--- src/dtc_pkg.sv ---
// Shared constants for the dual 16-bit timer/counter block
package dtc_pkg;
    // Wishbone widths
    localparam int unsigned   WB_DAT_W     = 32;
    localparam int unsigned   WB_ADR_W     = 12;
    localparam int unsigned   WB_SEL_W     = 4;
    localparam int unsigned   IDX_W        = 10;
    localparam int unsigned   IDX_LSB      = 2;
    // Register indices; byte address is four times the index
    localparam logic [9:0]    IDX_CTRL     = 10'h088;
    localparam logic [9:0]    IDX_MODE     = 10'h089;
    localparam logic [9:0]    IDX_CNT0_LO  = 10'h08a;
    localparam logic [9:0]    IDX_CNT1_LO  = 10'h08b;
    localparam logic [9:0]    IDX_CNT0_HI  = 10'h08c;
    localparam logic [9:0]    IDX_CNT1_HI  = 10'h08d;
    localparam logic [9:0]    IDX_SPEED    = 10'h08e;
    // Control register fields
    localparam int unsigned   CTRL_IT0     = 0;
    localparam int unsigned   CTRL_IE0     = 1;
    localparam int unsigned   CTRL_IT1     = 2;
    localparam int unsigned   CTRL_IE1     = 3;
    localparam int unsigned   CTRL_RUN0    = 4;
    localparam int unsigned   CTRL_OVF0    = 5;
    localparam int unsigned   CTRL_RUN1    = 6;
    localparam int unsigned   CTRL_OVF1    = 7;
    // Mode nibble fields, one nibble per channel, and the speed register bit
    localparam int unsigned   NIB_W        = 4;
    localparam int unsigned   MODE_M_LO    = 0;
    localparam int unsigned   MODE_M_HI    = 1;
    localparam int unsigned   MODE_SRC     = 2;
    localparam int unsigned   MODE_GATE    = 3;
    localparam int unsigned   SPEED_X2     = 0;
    // Reset values and byte arithmetic constants
    localparam logic [7:0]    CTRL_RST     = 8'h00;
    localparam logic [7:0]    MODE_RST     = 8'h00;
    localparam logic [7:0]    CNT_RST      = 8'h00;
    localparam logic [7:0]    BYTE_ONES    = 8'hff;
    localparam logic [7:0]    BYTE_ONE     = 8'h01;
    // Peripheral cycle timing in core clocks (core clock is the oscillator)
    localparam int unsigned   PCLK_PER_PCYC    = 6;
    localparam int unsigned   OSC_PER_PCLK_STD = 2;
    localparam int unsigned   OSC_PER_PCLK_X2  = 1;
    localparam int unsigned   PRE_W            = 4;
    localparam logic [3:0]    PCYC_STD_LAST    = 4'(PCLK_PER_PCYC * OSC_PER_PCLK_STD - 1);
    localparam logic [3:0]    PCYC_X2_LAST     = 4'(PCLK_PER_PCYC * OSC_PER_PCLK_X2 - 1);
    localparam logic [3:0]    PRE_RST          = 4'h0;
    localparam logic [3:0]    PRE_ONE          = 4'h1;
endpackage

--- src/dtc_channel.sv ---
// One 16-bit timer/counter channel with gating and pin edge detection
`timescale 1ns/1ps
module dtc_channel
(
    // Clock and reset
    input  wire logic        core_clk,
    input  wire logic        rst,
    // Timing and configuration
    input  wire logic        pcyc_tick,
    input  wire logic        run_bit,
    input  wire logic        gating_enable,
    input  wire logic        source_select,
    // Pins
    input  wire logic        gate_pin,
    input  wire logic        count_pin,
    // Software preset
    input  wire logic        wr_low,
    input  wire logic        wr_high,
    input  wire logic [7:0]  wr_data,
    // Count and rollover
    output logic [7:0]       count_low_byte,
    output logic [7:0]       count_high_byte,
    output logic             overflow_pulse
);
    import dtc_pkg::*;

    logic sample_reg;
    logic enable;
    logic fall;
    logic inc;
    logic low_carry;

    assign enable    = run_bit && (!gating_enable || gate_pin);
    assign fall      = sample_reg && !count_pin;
    assign inc       = enable && pcyc_tick && (source_select ? fall : 1'b1);
    assign low_carry = inc && (count_low_byte == BYTE_ONES);

    // Pin is sampled once per peripheral cycle; an edge needs two samples
    always_ff @(posedge core_clk)
    begin
        if (rst)
            sample_reg <= 1'b0;
        else if (pcyc_tick)
            sample_reg <= count_pin;
    end

    // A preset write wins over its byte's concurrent increment, but a low write still carries into the high byte; writes while running are undefined anyway
    always_ff @(posedge core_clk)
    begin
        if (rst)
            count_low_byte <= CNT_RST;
        else if (wr_low)
            count_low_byte <= wr_data;
        else if (inc)
            count_low_byte <= count_low_byte + BYTE_ONE;
    end

    always_ff @(posedge core_clk)
    begin
        if (rst)
            count_high_byte <= CNT_RST;
        else if (wr_high)
            count_high_byte <= wr_data;
        else if (low_carry)
            count_high_byte <= count_high_byte + BYTE_ONE;
    end

    always_ff @(posedge core_clk)
    begin
        if (rst)
            overflow_pulse <= 1'b0;
        else
            overflow_pulse <= low_carry && (count_high_byte == BYTE_ONES) && !wr_high;
    end

    property p_cascade;
        @(posedge core_clk) disable iff (rst)
        (low_carry && !wr_low && !wr_high)
            |=> (count_low_byte == CNT_RST) && (count_high_byte == $past(count_high_byte) + BYTE_ONE);
    endproperty
    a_cascade: assert property (p_cascade) else $error("low byte carry not cascaded");

    property p_stopped;
        @(posedge core_clk) disable iff (rst)
        (!enable && !wr_low && !wr_high) |=> $stable({count_high_byte, count_low_byte});
    endproperty
    a_stopped: assert property (p_stopped) else $error("count moved while stopped or gated off");

    property p_edge_count;
        @(posedge core_clk) disable iff (rst)
        (enable && source_select && pcyc_tick && sample_reg && !count_pin && !wr_low)
            |=> count_low_byte == $past(count_low_byte) + BYTE_ONE;
    endproperty
    a_edge_count: assert property (p_edge_count) else $error("falling edge not counted");

    property p_start_keeps;
        @(posedge core_clk) disable iff (rst)
        ($rose(run_bit) && !pcyc_tick && !wr_low && !wr_high) |=> $stable({count_high_byte, count_low_byte});
    endproperty
    a_start_keeps: assert property (p_start_keeps) else $error("starting cleared the count");
endmodule // dtc_channel

--- src/dtc_prescaler.sv ---
// Peripheral cycle tick generator, standard or double-speed
`timescale 1ns/1ps
module dtc_prescaler
(
    // Clock and reset
    input  wire logic  core_clk,
    input  wire logic  rst,
    // Speed select and tick
    input  wire logic  double_speed_mode,
    output logic       pcyc_tick
);
    import dtc_pkg::*;

    logic [PRE_W-1:0] div_reg;
    logic [PRE_W-1:0] last_val;
    logic             mode_prev_reg;
    logic [PRE_W-1:0] mode_age_reg;
    logic [PRE_W-1:0] gap_reg;

    // Changing speed mid-cycle just shortens or stretches one cycle
    assign last_val = double_speed_mode ? PCYC_X2_LAST : PCYC_STD_LAST;

    always_ff @(posedge core_clk)
    begin
        if (rst)
        begin
            div_reg   <= PRE_RST;
            pcyc_tick <= 1'b0;
        end
        else
        begin
            pcyc_tick <= (div_reg == last_val);
            div_reg   <= (div_reg >= last_val) ? PRE_RST : div_reg + PRE_ONE;
        end
    end

    // Checker helper: clocks since the last tick, counted from one so reset lines up with a tick
    always_ff @(posedge core_clk)
    begin
        if (rst)
            gap_reg <= PRE_RST;
        else if (pcyc_tick)
            gap_reg <= PRE_ONE;
        else if (!(&gap_reg))
            gap_reg <= gap_reg + PRE_ONE;
    end

    // Checker helper: clocks since the speed select last changed, so odd switch-over cycles are skipped
    always_ff @(posedge core_clk)
    begin
        if (rst)
        begin
            mode_prev_reg <= 1'b0;
            mode_age_reg  <= PRE_RST;
        end
        else
        begin
            mode_prev_reg <= double_speed_mode;
            if (double_speed_mode != mode_prev_reg)
                mode_age_reg <= PRE_RST;
            else if (!(&mode_age_reg))
                mode_age_reg <= mode_age_reg + PRE_ONE;
        end
    end

    property p_tick_std;
        @(posedge core_clk) disable iff (rst)
        (pcyc_tick && !double_speed_mode && !mode_prev_reg && (mode_age_reg >= gap_reg - PRE_ONE))
            |-> gap_reg == PCYC_STD_LAST + PRE_ONE;
    endproperty
    a_tick_std: assert property (p_tick_std) else $error("standard tick spacing wrong");

    property p_tick_x2;
        @(posedge core_clk) disable iff (rst)
        (pcyc_tick && double_speed_mode && mode_prev_reg && (mode_age_reg >= gap_reg - PRE_ONE))
            |-> gap_reg == PCYC_X2_LAST + PRE_ONE;
    endproperty
    a_tick_x2: assert property (p_tick_x2) else $error("double-speed tick spacing wrong");
endmodule // dtc_prescaler

--- src/dtc_timer_top.sv ---
// Dual 16-bit timer/counter with Wishbone register access
`timescale 1ns/1ps
module dtc_timer_top
(
    // Clock and reset
    input  wire logic                           core_clk,
    input  wire logic                           rst,
    // Wishbone slave
    input  wire logic                           wb_cyc_i,
    input  wire logic                           wb_stb_i,
    input  wire logic                           wb_we_i,
    input  wire logic [dtc_pkg::WB_ADR_W-1:0]   wb_adr_i,
    input  wire logic [dtc_pkg::WB_SEL_W-1:0]   wb_sel_i,
    input  wire logic [dtc_pkg::WB_DAT_W-1:0]   wb_dat_i,
    output logic      [dtc_pkg::WB_DAT_W-1:0]   wb_dat_o,
    output logic                                wb_ack_o,
    // External pins
    input  wire logic [1:0]                     count_pin,
    input  wire logic                           ext_irq0_pin_n,
    input  wire logic                           ext_irq1_pin_n,
    // Interrupt requests and service acknowledges
    input  wire logic [1:0]                     tmr_irq_ack,
    input  wire logic [1:0]                     ext_irq_ack,
    output logic      [1:0]                     tmr_irq,
    output logic      [1:0]                     ext_irq
);
    import dtc_pkg::*;

    logic [7:0]        timer_control_register;
    logic [7:0]        ctrl_next;
    logic [7:0]        timer_mode_register;
    logic              double_speed_mode;
    logic [1:0]        ext_pin_prev_reg;
    logic [IDX_W-1:0]  idx;
    logic              wr_stb;
    logic [7:0]        wr_byte;
    logic              pcyc_tick;
    logic [1:0]        run_bit;
    logic [1:0]        gate_pin;
    logic [1:0]        ext_pin_n;
    logic [1:0]        ovf_pulse;
    logic [1:0]        wr_low;
    logic [1:0]        wr_high;
    logic [7:0]        count_low_byte  [2];
    logic [7:0]        count_high_byte [2];
    logic [7:0]        rd_byte;

    function automatic logic [IDX_W-1:0] low_index(input int ch);
        low_index = (ch == 0) ? IDX_CNT0_LO : IDX_CNT1_LO;
    endfunction

    function automatic logic [IDX_W-1:0] high_index(input int ch);
        high_index = (ch == 0) ? IDX_CNT0_HI : IDX_CNT1_HI;
    endfunction

    function automatic int unsigned run_pos(input int ch);
        run_pos = (ch == 0) ? CTRL_RUN0 : CTRL_RUN1;
    endfunction

    function automatic int unsigned ovf_pos(input int ch);
        ovf_pos = (ch == 0) ? CTRL_OVF0 : CTRL_OVF1;
    endfunction

    function automatic int unsigned flag_pos(input int ch);
        flag_pos = (ch == 0) ? CTRL_IE0 : CTRL_IE1;
    endfunction

    function automatic int unsigned type_pos(input int ch);
        type_pos = (ch == 0) ? CTRL_IT0 : CTRL_IT1;
    endfunction

    assign idx       = wb_adr_i[IDX_LSB +: IDX_W];
    assign wr_byte   = wb_dat_i[7:0];
    // Writes land on the edge where ack is seen high, as the master expects
    assign wr_stb    = wb_cyc_i && wb_stb_i && wb_we_i && wb_ack_o && wb_sel_i[0];
    assign ext_pin_n = {ext_irq1_pin_n, ext_irq0_pin_n};
    // Counting gate follows the pin level: high lets the channel run
    assign gate_pin  = ext_pin_n;
    assign tmr_irq   = {timer_control_register[CTRL_OVF1], timer_control_register[CTRL_OVF0]};
    assign ext_irq   = {timer_control_register[CTRL_IE1], timer_control_register[CTRL_IE0]};

    // Wishbone: one wait state, ack for exactly one cycle, unmapped reads as zero
    always_ff @(posedge core_clk)
    begin
        if (rst)
            wb_ack_o <= 1'b0;
        else
            wb_ack_o <= wb_cyc_i && wb_stb_i && !wb_ack_o;
    end

    always_comb
    begin
        rd_byte = 8'h00;
        if (idx == IDX_CTRL)
            rd_byte = timer_control_register;
        else if (idx == IDX_MODE)
            rd_byte = timer_mode_register;
        else if (idx == IDX_CNT0_LO)
            rd_byte = count_low_byte[0];
        else if (idx == IDX_CNT1_LO)
            rd_byte = count_low_byte[1];
        else if (idx == IDX_CNT0_HI)
            rd_byte = count_high_byte[0];
        else if (idx == IDX_CNT1_HI)
            rd_byte = count_high_byte[1];
        else if (idx == IDX_SPEED)
            rd_byte = {7'h00, double_speed_mode};
    end

    // Counts may be read at any time; the byte is captured on the same edge that raises ack
    always_ff @(posedge core_clk)
    begin
        if (rst)
            wb_dat_o <= 32'h0000_0000;
        else if (wb_cyc_i && wb_stb_i && !wb_ack_o)
            wb_dat_o <= {24'h00_0000, rd_byte};
    end

    // Mode register: gating, source select and mode field per channel
    always_ff @(posedge core_clk)
    begin
        if (rst)
            timer_mode_register <= MODE_RST;
        else if (wr_stb && idx == IDX_MODE)
            timer_mode_register <= wr_byte;
    end

    always_ff @(posedge core_clk)
    begin
        if (rst)
            double_speed_mode <= 1'b0;
        else if (wr_stb && idx == IDX_SPEED)
            double_speed_mode <= wr_byte[SPEED_X2];
    end

    always_ff @(posedge core_clk)
    begin
        if (rst)
            ext_pin_prev_reg <= 2'b11;
        else
            ext_pin_prev_reg <= ext_pin_n;
    end

    // Control register: software write, then service clears, then hardware sets win
    always_comb
    begin
        ctrl_next = timer_control_register;
        if (wr_stb && idx == IDX_CTRL)
            ctrl_next = wr_byte;
        for (int ch = 0; ch < 2; ch++)
        begin
            if (tmr_irq_ack[ch])
                ctrl_next[ovf_pos(ch)] = 1'b0;
            if (ovf_pulse[ch])
                ctrl_next[ovf_pos(ch)] = 1'b1;
            if (timer_control_register[type_pos(ch)])
            begin
                if (ext_irq_ack[ch])
                    ctrl_next[flag_pos(ch)] = 1'b0;
                if (ext_pin_prev_reg[ch] && !ext_pin_n[ch])
                    ctrl_next[flag_pos(ch)] = 1'b1;
            end
            else
                ctrl_next[flag_pos(ch)] = !ext_pin_n[ch];
        end
    end

    always_ff @(posedge core_clk)
    begin
        if (rst)
            timer_control_register <= CTRL_RST;
        else
            timer_control_register <= ctrl_next;
    end

    dtc_prescaler u_prescaler
    (
        .core_clk          (core_clk),
        .rst               (rst),
        .double_speed_mode (double_speed_mode),
        .pcyc_tick         (pcyc_tick)
    );

    // Both channels are the same logic; channel 1 takes the upper nibble and bits
    generate
        for (genvar ch = 0; ch < 2; ch++)
        begin : g_chan
            assign run_bit[ch] = timer_control_register[run_pos(ch)];
            assign wr_low[ch]  = wr_stb && (idx == low_index(ch));
            assign wr_high[ch] = wr_stb && (idx == high_index(ch));

            dtc_channel u_chan
            (
                .core_clk        (core_clk),
                .rst             (rst),
                .pcyc_tick       (pcyc_tick),
                .run_bit         (run_bit[ch]),
                .gating_enable   (timer_mode_register[ch*NIB_W + MODE_GATE]),
                .source_select   (timer_mode_register[ch*NIB_W + MODE_SRC]),
                .gate_pin        (gate_pin[ch]),
                .count_pin       (count_pin[ch]),
                .wr_low          (wr_low[ch]),
                .wr_high         (wr_high[ch]),
                .wr_data         (wr_byte),
                .count_low_byte  (count_low_byte[ch]),
                .count_high_byte (count_high_byte[ch]),
                .overflow_pulse  (ovf_pulse[ch])
            );
        end
    endgenerate

    property p_ack_single;
        @(posedge core_clk) disable iff (rst)
        wb_ack_o |=> !wb_ack_o;
    endproperty
    a_ack_single: assert property (p_ack_single) else $error("ack held longer than one cycle");

    property p_ack_timely;
        @(posedge core_clk) disable iff (rst)
        (wb_cyc_i && wb_stb_i && !wb_ack_o) |=> wb_ack_o;
    endproperty
    a_ack_timely: assert property (p_ack_timely) else $error("request not acknowledged next cycle");

    property p_ovf_sets;
        @(posedge core_clk) disable iff (rst)
        ovf_pulse[0] |=> timer_control_register[CTRL_OVF0] && tmr_irq[0];
    endproperty
    a_ovf_sets: assert property (p_ovf_sets) else $error("channel 0 overflow flag not set");

    property p_ovf1_sets;
        @(posedge core_clk) disable iff (rst)
        ovf_pulse[1] |=> timer_control_register[CTRL_OVF1];
    endproperty
    a_ovf1_sets: assert property (p_ovf1_sets) else $error("channel 1 overflow flag not set");

    property p_ovf_clear;
        @(posedge core_clk) disable iff (rst)
        (timer_control_register[CTRL_OVF0] && tmr_irq_ack[0] && !ovf_pulse[0]
            && !(wr_stb && idx == IDX_CTRL)) |=> !timer_control_register[CTRL_OVF0];
    endproperty
    a_ovf_clear: assert property (p_ovf_clear) else $error("serviced overflow flag not cleared");

    property p_level_flag;
        @(posedge core_clk) disable iff (rst)
        !timer_control_register[CTRL_IT0] ##1 !timer_control_register[CTRL_IT0]
            |-> timer_control_register[CTRL_IE0] == !$past(ext_irq0_pin_n);
    endproperty
    a_level_flag: assert property (p_level_flag) else $error("level interrupt flag wrong");

    property p_rollover_zero;
        @(posedge core_clk) disable iff (rst)
        ovf_pulse[0] |-> {count_high_byte[0], count_low_byte[0]} == 16'h0000 || $past(wr_low[0]);
    endproperty
    a_rollover_zero: assert property (p_rollover_zero) else $error("overflow without wrap to zero");
endmodule // dtc_timer_top

--- config.mk ---
export PLATFORM = sky130hd
export DESIGN_NAME = dtc_timer_top
export DESIGN_NICKNAME = d
export VERILOG_FILES = /design/src/dtc_pkg.sv /design/src/dtc_channel.sv /design/src/dtc_prescaler.sv /design/src/dtc_timer_top.sv
export SDC_FILE = /design/constraint.sdc
export NUM_CORES = 1
export LEC_CHECK = 0
export ABC_CLOCK_PERIOD_IN_PS = 2400
export BUFFER_PORTS_ARGS = -buffer_cell sky130_fd_sc_hd__buf_2
export CAP_MARGIN = 20
export CORE_MARGIN = 8
export CORE_UTILIZATION = 34
export DETAILED_ROUTE_END_ITERATION = 10
export SETUP_SLACK_MARGIN = 0.3
export SLEW_MARGIN = 20
export SYNTH_ARGS = -nofsm -noshare
export SYNTH_HDL_FRONTEND = slang
export SYNTH_SLANG_ARGS = --single-unit
--- constraint.sdc ---
create_clock -name core_clk -period 2.4 [get_ports core_clk]
set_input_delay 0.12 -clock core_clk [delete_from_list [all_inputs] [get_ports core_clk]]
set_output_delay 0.12 -clock core_clk [all_outputs]
set_load 0.02 [all_outputs]
==> run summary <==
STATUS
----------------------------------------------------------------------------------------
Status                                                                      finished clean

CTS
----------------------------------------------------------------------------------------
Latest clock arrival within the worst-skew pair                                  0.33 ns
Clock slew at the register clock pins of the worst setup and hold paths          0.05 ns
CTS tree                                                                           built
Cell at the root of the clock tree                                          sky130_fd_sc_hd__clkbuf_16
Cells resized by post-CTS repair                                                       0
H-Tree Level Count                                                                     3
TritonCTS Sinks                                                                       69
Longest Clk Path Bufs                                                                  2
Cts bufs inserted                                                                      9

PWR
----------------------------------------------------------------------------------------
Cell area power density                                                      599 nW/um^2
Part of the power in registers                                                     0.430
Switching part of the total power                                                  0.228
Reported leakage power                                                           1.80 nW
Clock power frac                                                                   0.499
Internal power contribution                                                      2.09 mW
Worst IR drop on VDD                                                              282 uV
Part of the total power dissipated in combinational logic                          0.071
Total power draw                                                                 2.70 mW
Power dissipated by switching net loads                                           615 uW

LAYOUT
----------------------------------------------------------------------------------------
Diodes inserted                                                                        0
Fill cell instance count of the final layout                                        1175
Flip-flop and latch area                                                      1380 sq um
Area taken by multi-input logic gates                                         2330 sq um
Fraction of final layout cells sized beyond drive strength 1                       0.155
Final layout net count                                                               569
Largest registers ranked by flip-flop count                                 g_chan.u_chan.count_high_byte x16, g_chan.u_chan.count_low_byte x16
End-of-flow core utilization                                                       0.397
Syn-to-layout area delta                                                           14.1%

FLOORPLANNING
----------------------------------------------------------------------------------------
Core region area                                                             11400 sq um
Die extent in x                                                                   124 um
Number of I/O pins                                                                    98
Initial cell density of the core                                                   0.348
Area of the die                                                              15300 sq um
Floorplan die height                                                              124 um
Row cnt                                                                               39

SETUP PATH
----------------------------------------------------------------------------------------
Kind of critical path                                                            reg2reg
R2R Path Start                                                              g_chan[0].u_chan.count_low_byte[0]
Critical path required time                                                      2.64 ns
Data arrival time of the critical path                                           2.08 ns
Worst setup path startpoint                                                 g_chan[0].u_chan.count_low_byte[0]
Critical path startpoint category                                                   flop
Kind of end point of the critical path                                              flop
CP max FO                                                                              9

DETAILED ROUTING
----------------------------------------------------------------------------------------
Via count                                                                           3412
Drt total wl                                                                     11.0 mm
Detail-routed via count per cell                                                    5.28
Average wire per cell in the routed design                                       17.0 um
Starting DRT DRC Count                                                               157
Number of search-and-repair iterations in the first detailed-routing pass              4
Antenna Nets Post-Route                                                                0
# DRC                                                                                  0

SYNTH
----------------------------------------------------------------------------------------
Top_reg_cell synth                                                          sky130_fd_sc_hd__dfxtp_1
Number of enable-type register cells in the synthesized netlist                        0
Post-synthesis cell count                                                            463
Number of warnings reported in the yosys synthesis log                                 0
Unique masters post-synth                                                             50
Sequential share of the synthesized area                                           0.349
Fraction of post-synthesis cell area in the top cell type by area                  0.349
Top cells by area in the synthesized netlist                                sky130_fd_sc_hd__dfxtp_1 (35%), sky130_fd_sc_hd__mux2i_1 (7.6%), sky130_fd_sc_hd__a211oi_1 (6.5%)
Register bit total from synthesis                                                     69
Synth Area per Inst                                                           8.54 sq um
Async set-reset flop share out of synthesis                                            0
Netlist area before placement                                                 3950 sq um
Library cell with the largest summed area after synthesis                   sky130_fd_sc_hd__dfxtp_1

GLOBAL ROUTE
----------------------------------------------------------------------------------------
Vias in the first global route                                                      3343
Number of antenna violations at the first check in global routing                      0
Pin count of the biggest net entering global routing                                  33
Met3 track demand over resource in global routing                                 0.0258
Global-route wire length before repair                                           17.2 mm
Global routing's busiest layer                                                      met2
Tot GR Track Use                                                                   0.147
Grt met1 use                                                                       0.186
Overflow after GRT                                                                     0
Met2 Usage GRT                                                                     0.237

PLACE
----------------------------------------------------------------------------------------
Place WS                                                                        0.362 ns
Total of buffers placed on input and output ports                                     44
Post-DP HPWL                                                                     8.15 mm
RD Place Congestion                                                                0.910

MIN PATH
----------------------------------------------------------------------------------------
Min-Delay Path Class                                                              in2reg
Worst hold path startpoint                                                  ext_irq0_pin_n

TIMING
----------------------------------------------------------------------------------------
Worst Setup Slack, final                                                        0.557 ns
Max Clock Skew                                                                0.00596 ns
Setup repair after global routing missed its margin                                   no
Final Max Slew Viols                                                                   0
Final-layout setup total negative slack                                             0 ns
Fin. Hold Viols                                                                        0
Worst Max-Slew Pin Slew                                                         0.680 ns
Shortest clock period the worst path allows after layout                         1.84 ns
Slew margin rel.                                                                   0.546
Highest attainable clock frequency                                               543 MHz
Final critical-path share of the clock period                                      0.768
Number of setup violations in the final report                                         0

FLOW RUN
----------------------------------------------------------------------------------------
MaxCap Viol Count                                                                      0

[synth_stat cells (all sizes together) (4+ instances only)]
cell / number
xnor2: 7
and3: 10
nand2b: 4
nor3: 4
nor2: 66
nor3b: 4
mux2i: 30
nand4: 8
a211o: 8
buf: 38
a2bb2oi: 5
clkbuf: 14
nor2b: 9
nand3: 35
xor2: 23
nand2: 30
a211oi: 34
dfxtp: 69
ha: 8
a21oi: 14
[cell families after synthesis]
| kind of cell | share of synthesized area |
|---|---|
| adder cells (fa/ha/maj) | 0.0253 |
| AND/OR/NAND/NOR | 0.247 |
| XOR/XNOR | 0.0665 |
| other | 0.000948 |
| multiplexers | 0.0759 |
| flip-flops | 0.349 |
| buffers and inverters | 0.0820 |
| AO/OA/AOI/OAI | 0.153 |
[layout by cell type, fill, tap and decap left out, drive strengths merged, types with 4 or more instances in the layout]
cell type and count:
a211o 8, clkbuf 13, a211oi 34, xnor2 7, nand2b 4, a2bb2oi 5
buf 55, nor3b 4, nand4 8, mux2i 30, nand3 35, dfxtp 69
a21oi 14, nand2 30, conb 24, ha 8, nor3 4, xor2 23
nor2 66, and3 10, nor2b 9
[cell type report]
| class | count | share of cell area |
|---|---|---|
| Multi-Input combinational cell | 362 | 0.518 |
| Sequential cell | 69 | 0.306 |
| Timing Repair Buffer | 55 | 0.0671 |
| Clock buffer | 13 | 0.0599 |
| Tap cell | 143 | 0.0397 |
| Clock inverter | 1 | 0.00666 |
| Inverter | 3 | 0.00250 |
[power groups by stage]
stage / Combinational (mW) / Sequential (mW) / Clock [mW]
after floorplan: 0.147 / 1.19 / 0
after global placement: 0.186 / 1.19 / 0
after detailed placement: 0.189 / 1.19 / 0
after CTS: 0.189 / 1.16 / 1.37
after global routing: 0.205 / 1.16 / 1.42
final: 0.191 / 1.16 / 1.35
[layer usage]
layer	wire length (um)	part of all wire	vias up
li1	-	-	1685
met3	793	0.072	18
met4	273	0.025	0
met5	0	0	-
met2	5060	0.46	109
met1	4860	0.44	1600
[final timing paths]
| path | to | slack (ns) | cells after the start |
|---|---|---|---|
| max | g_chan[0].u_chan.count_high_byte[2] | 0.56 | 7 |
| min | ext_pin_prev_reg[0] | 0.009 | 2 |
| max reg2reg | g_chan[0].u_chan.count_high_byte[2] | 0.56 | 7 |
| min reg2reg | timer_control_register[5] | 0.45 | 1 |
[critical path: stages, from the launching register on]
cell                        delay (ns)
sky130_fd_sc_hd__dfxtp_1          0.43
sky130_fd_sc_hd__ha_1             0.20
sky130_fd_sc_hd__nand2_1          0.09
sky130_fd_sc_hd__a2111oi_4        0.27
sky130_fd_sc_hd__buf_4            0.21
sky130_fd_sc_hd__nand3_1          0.13
sky130_fd_sc_hd__xor2_1           0.17
sky130_fd_sc_hd__a211oi_1         0.24
[through the flow]
stage | hold slack (ns) | instance area [sq um] | instances
final | 0.00902 | 4510 | 646
after global routing | 0.0181 | 4510 | 646
after CTS | 0.0107 | 4500 | 645
after detailed placement | 0.355 | 4200 | 631
after global placement | 0.351 | 4200 | 631
after floorplan | 0.240 | 4040 | 486
[repair_timing]
item | in CTS | in global routing
hold endpoints to repair | 0 | 0
buffers inserted | 0 | 1
setup endpoints to repair | 0 | 10
hold buffers | 0 | 0
Note: power is estimated with default switching activity, not from simulation.
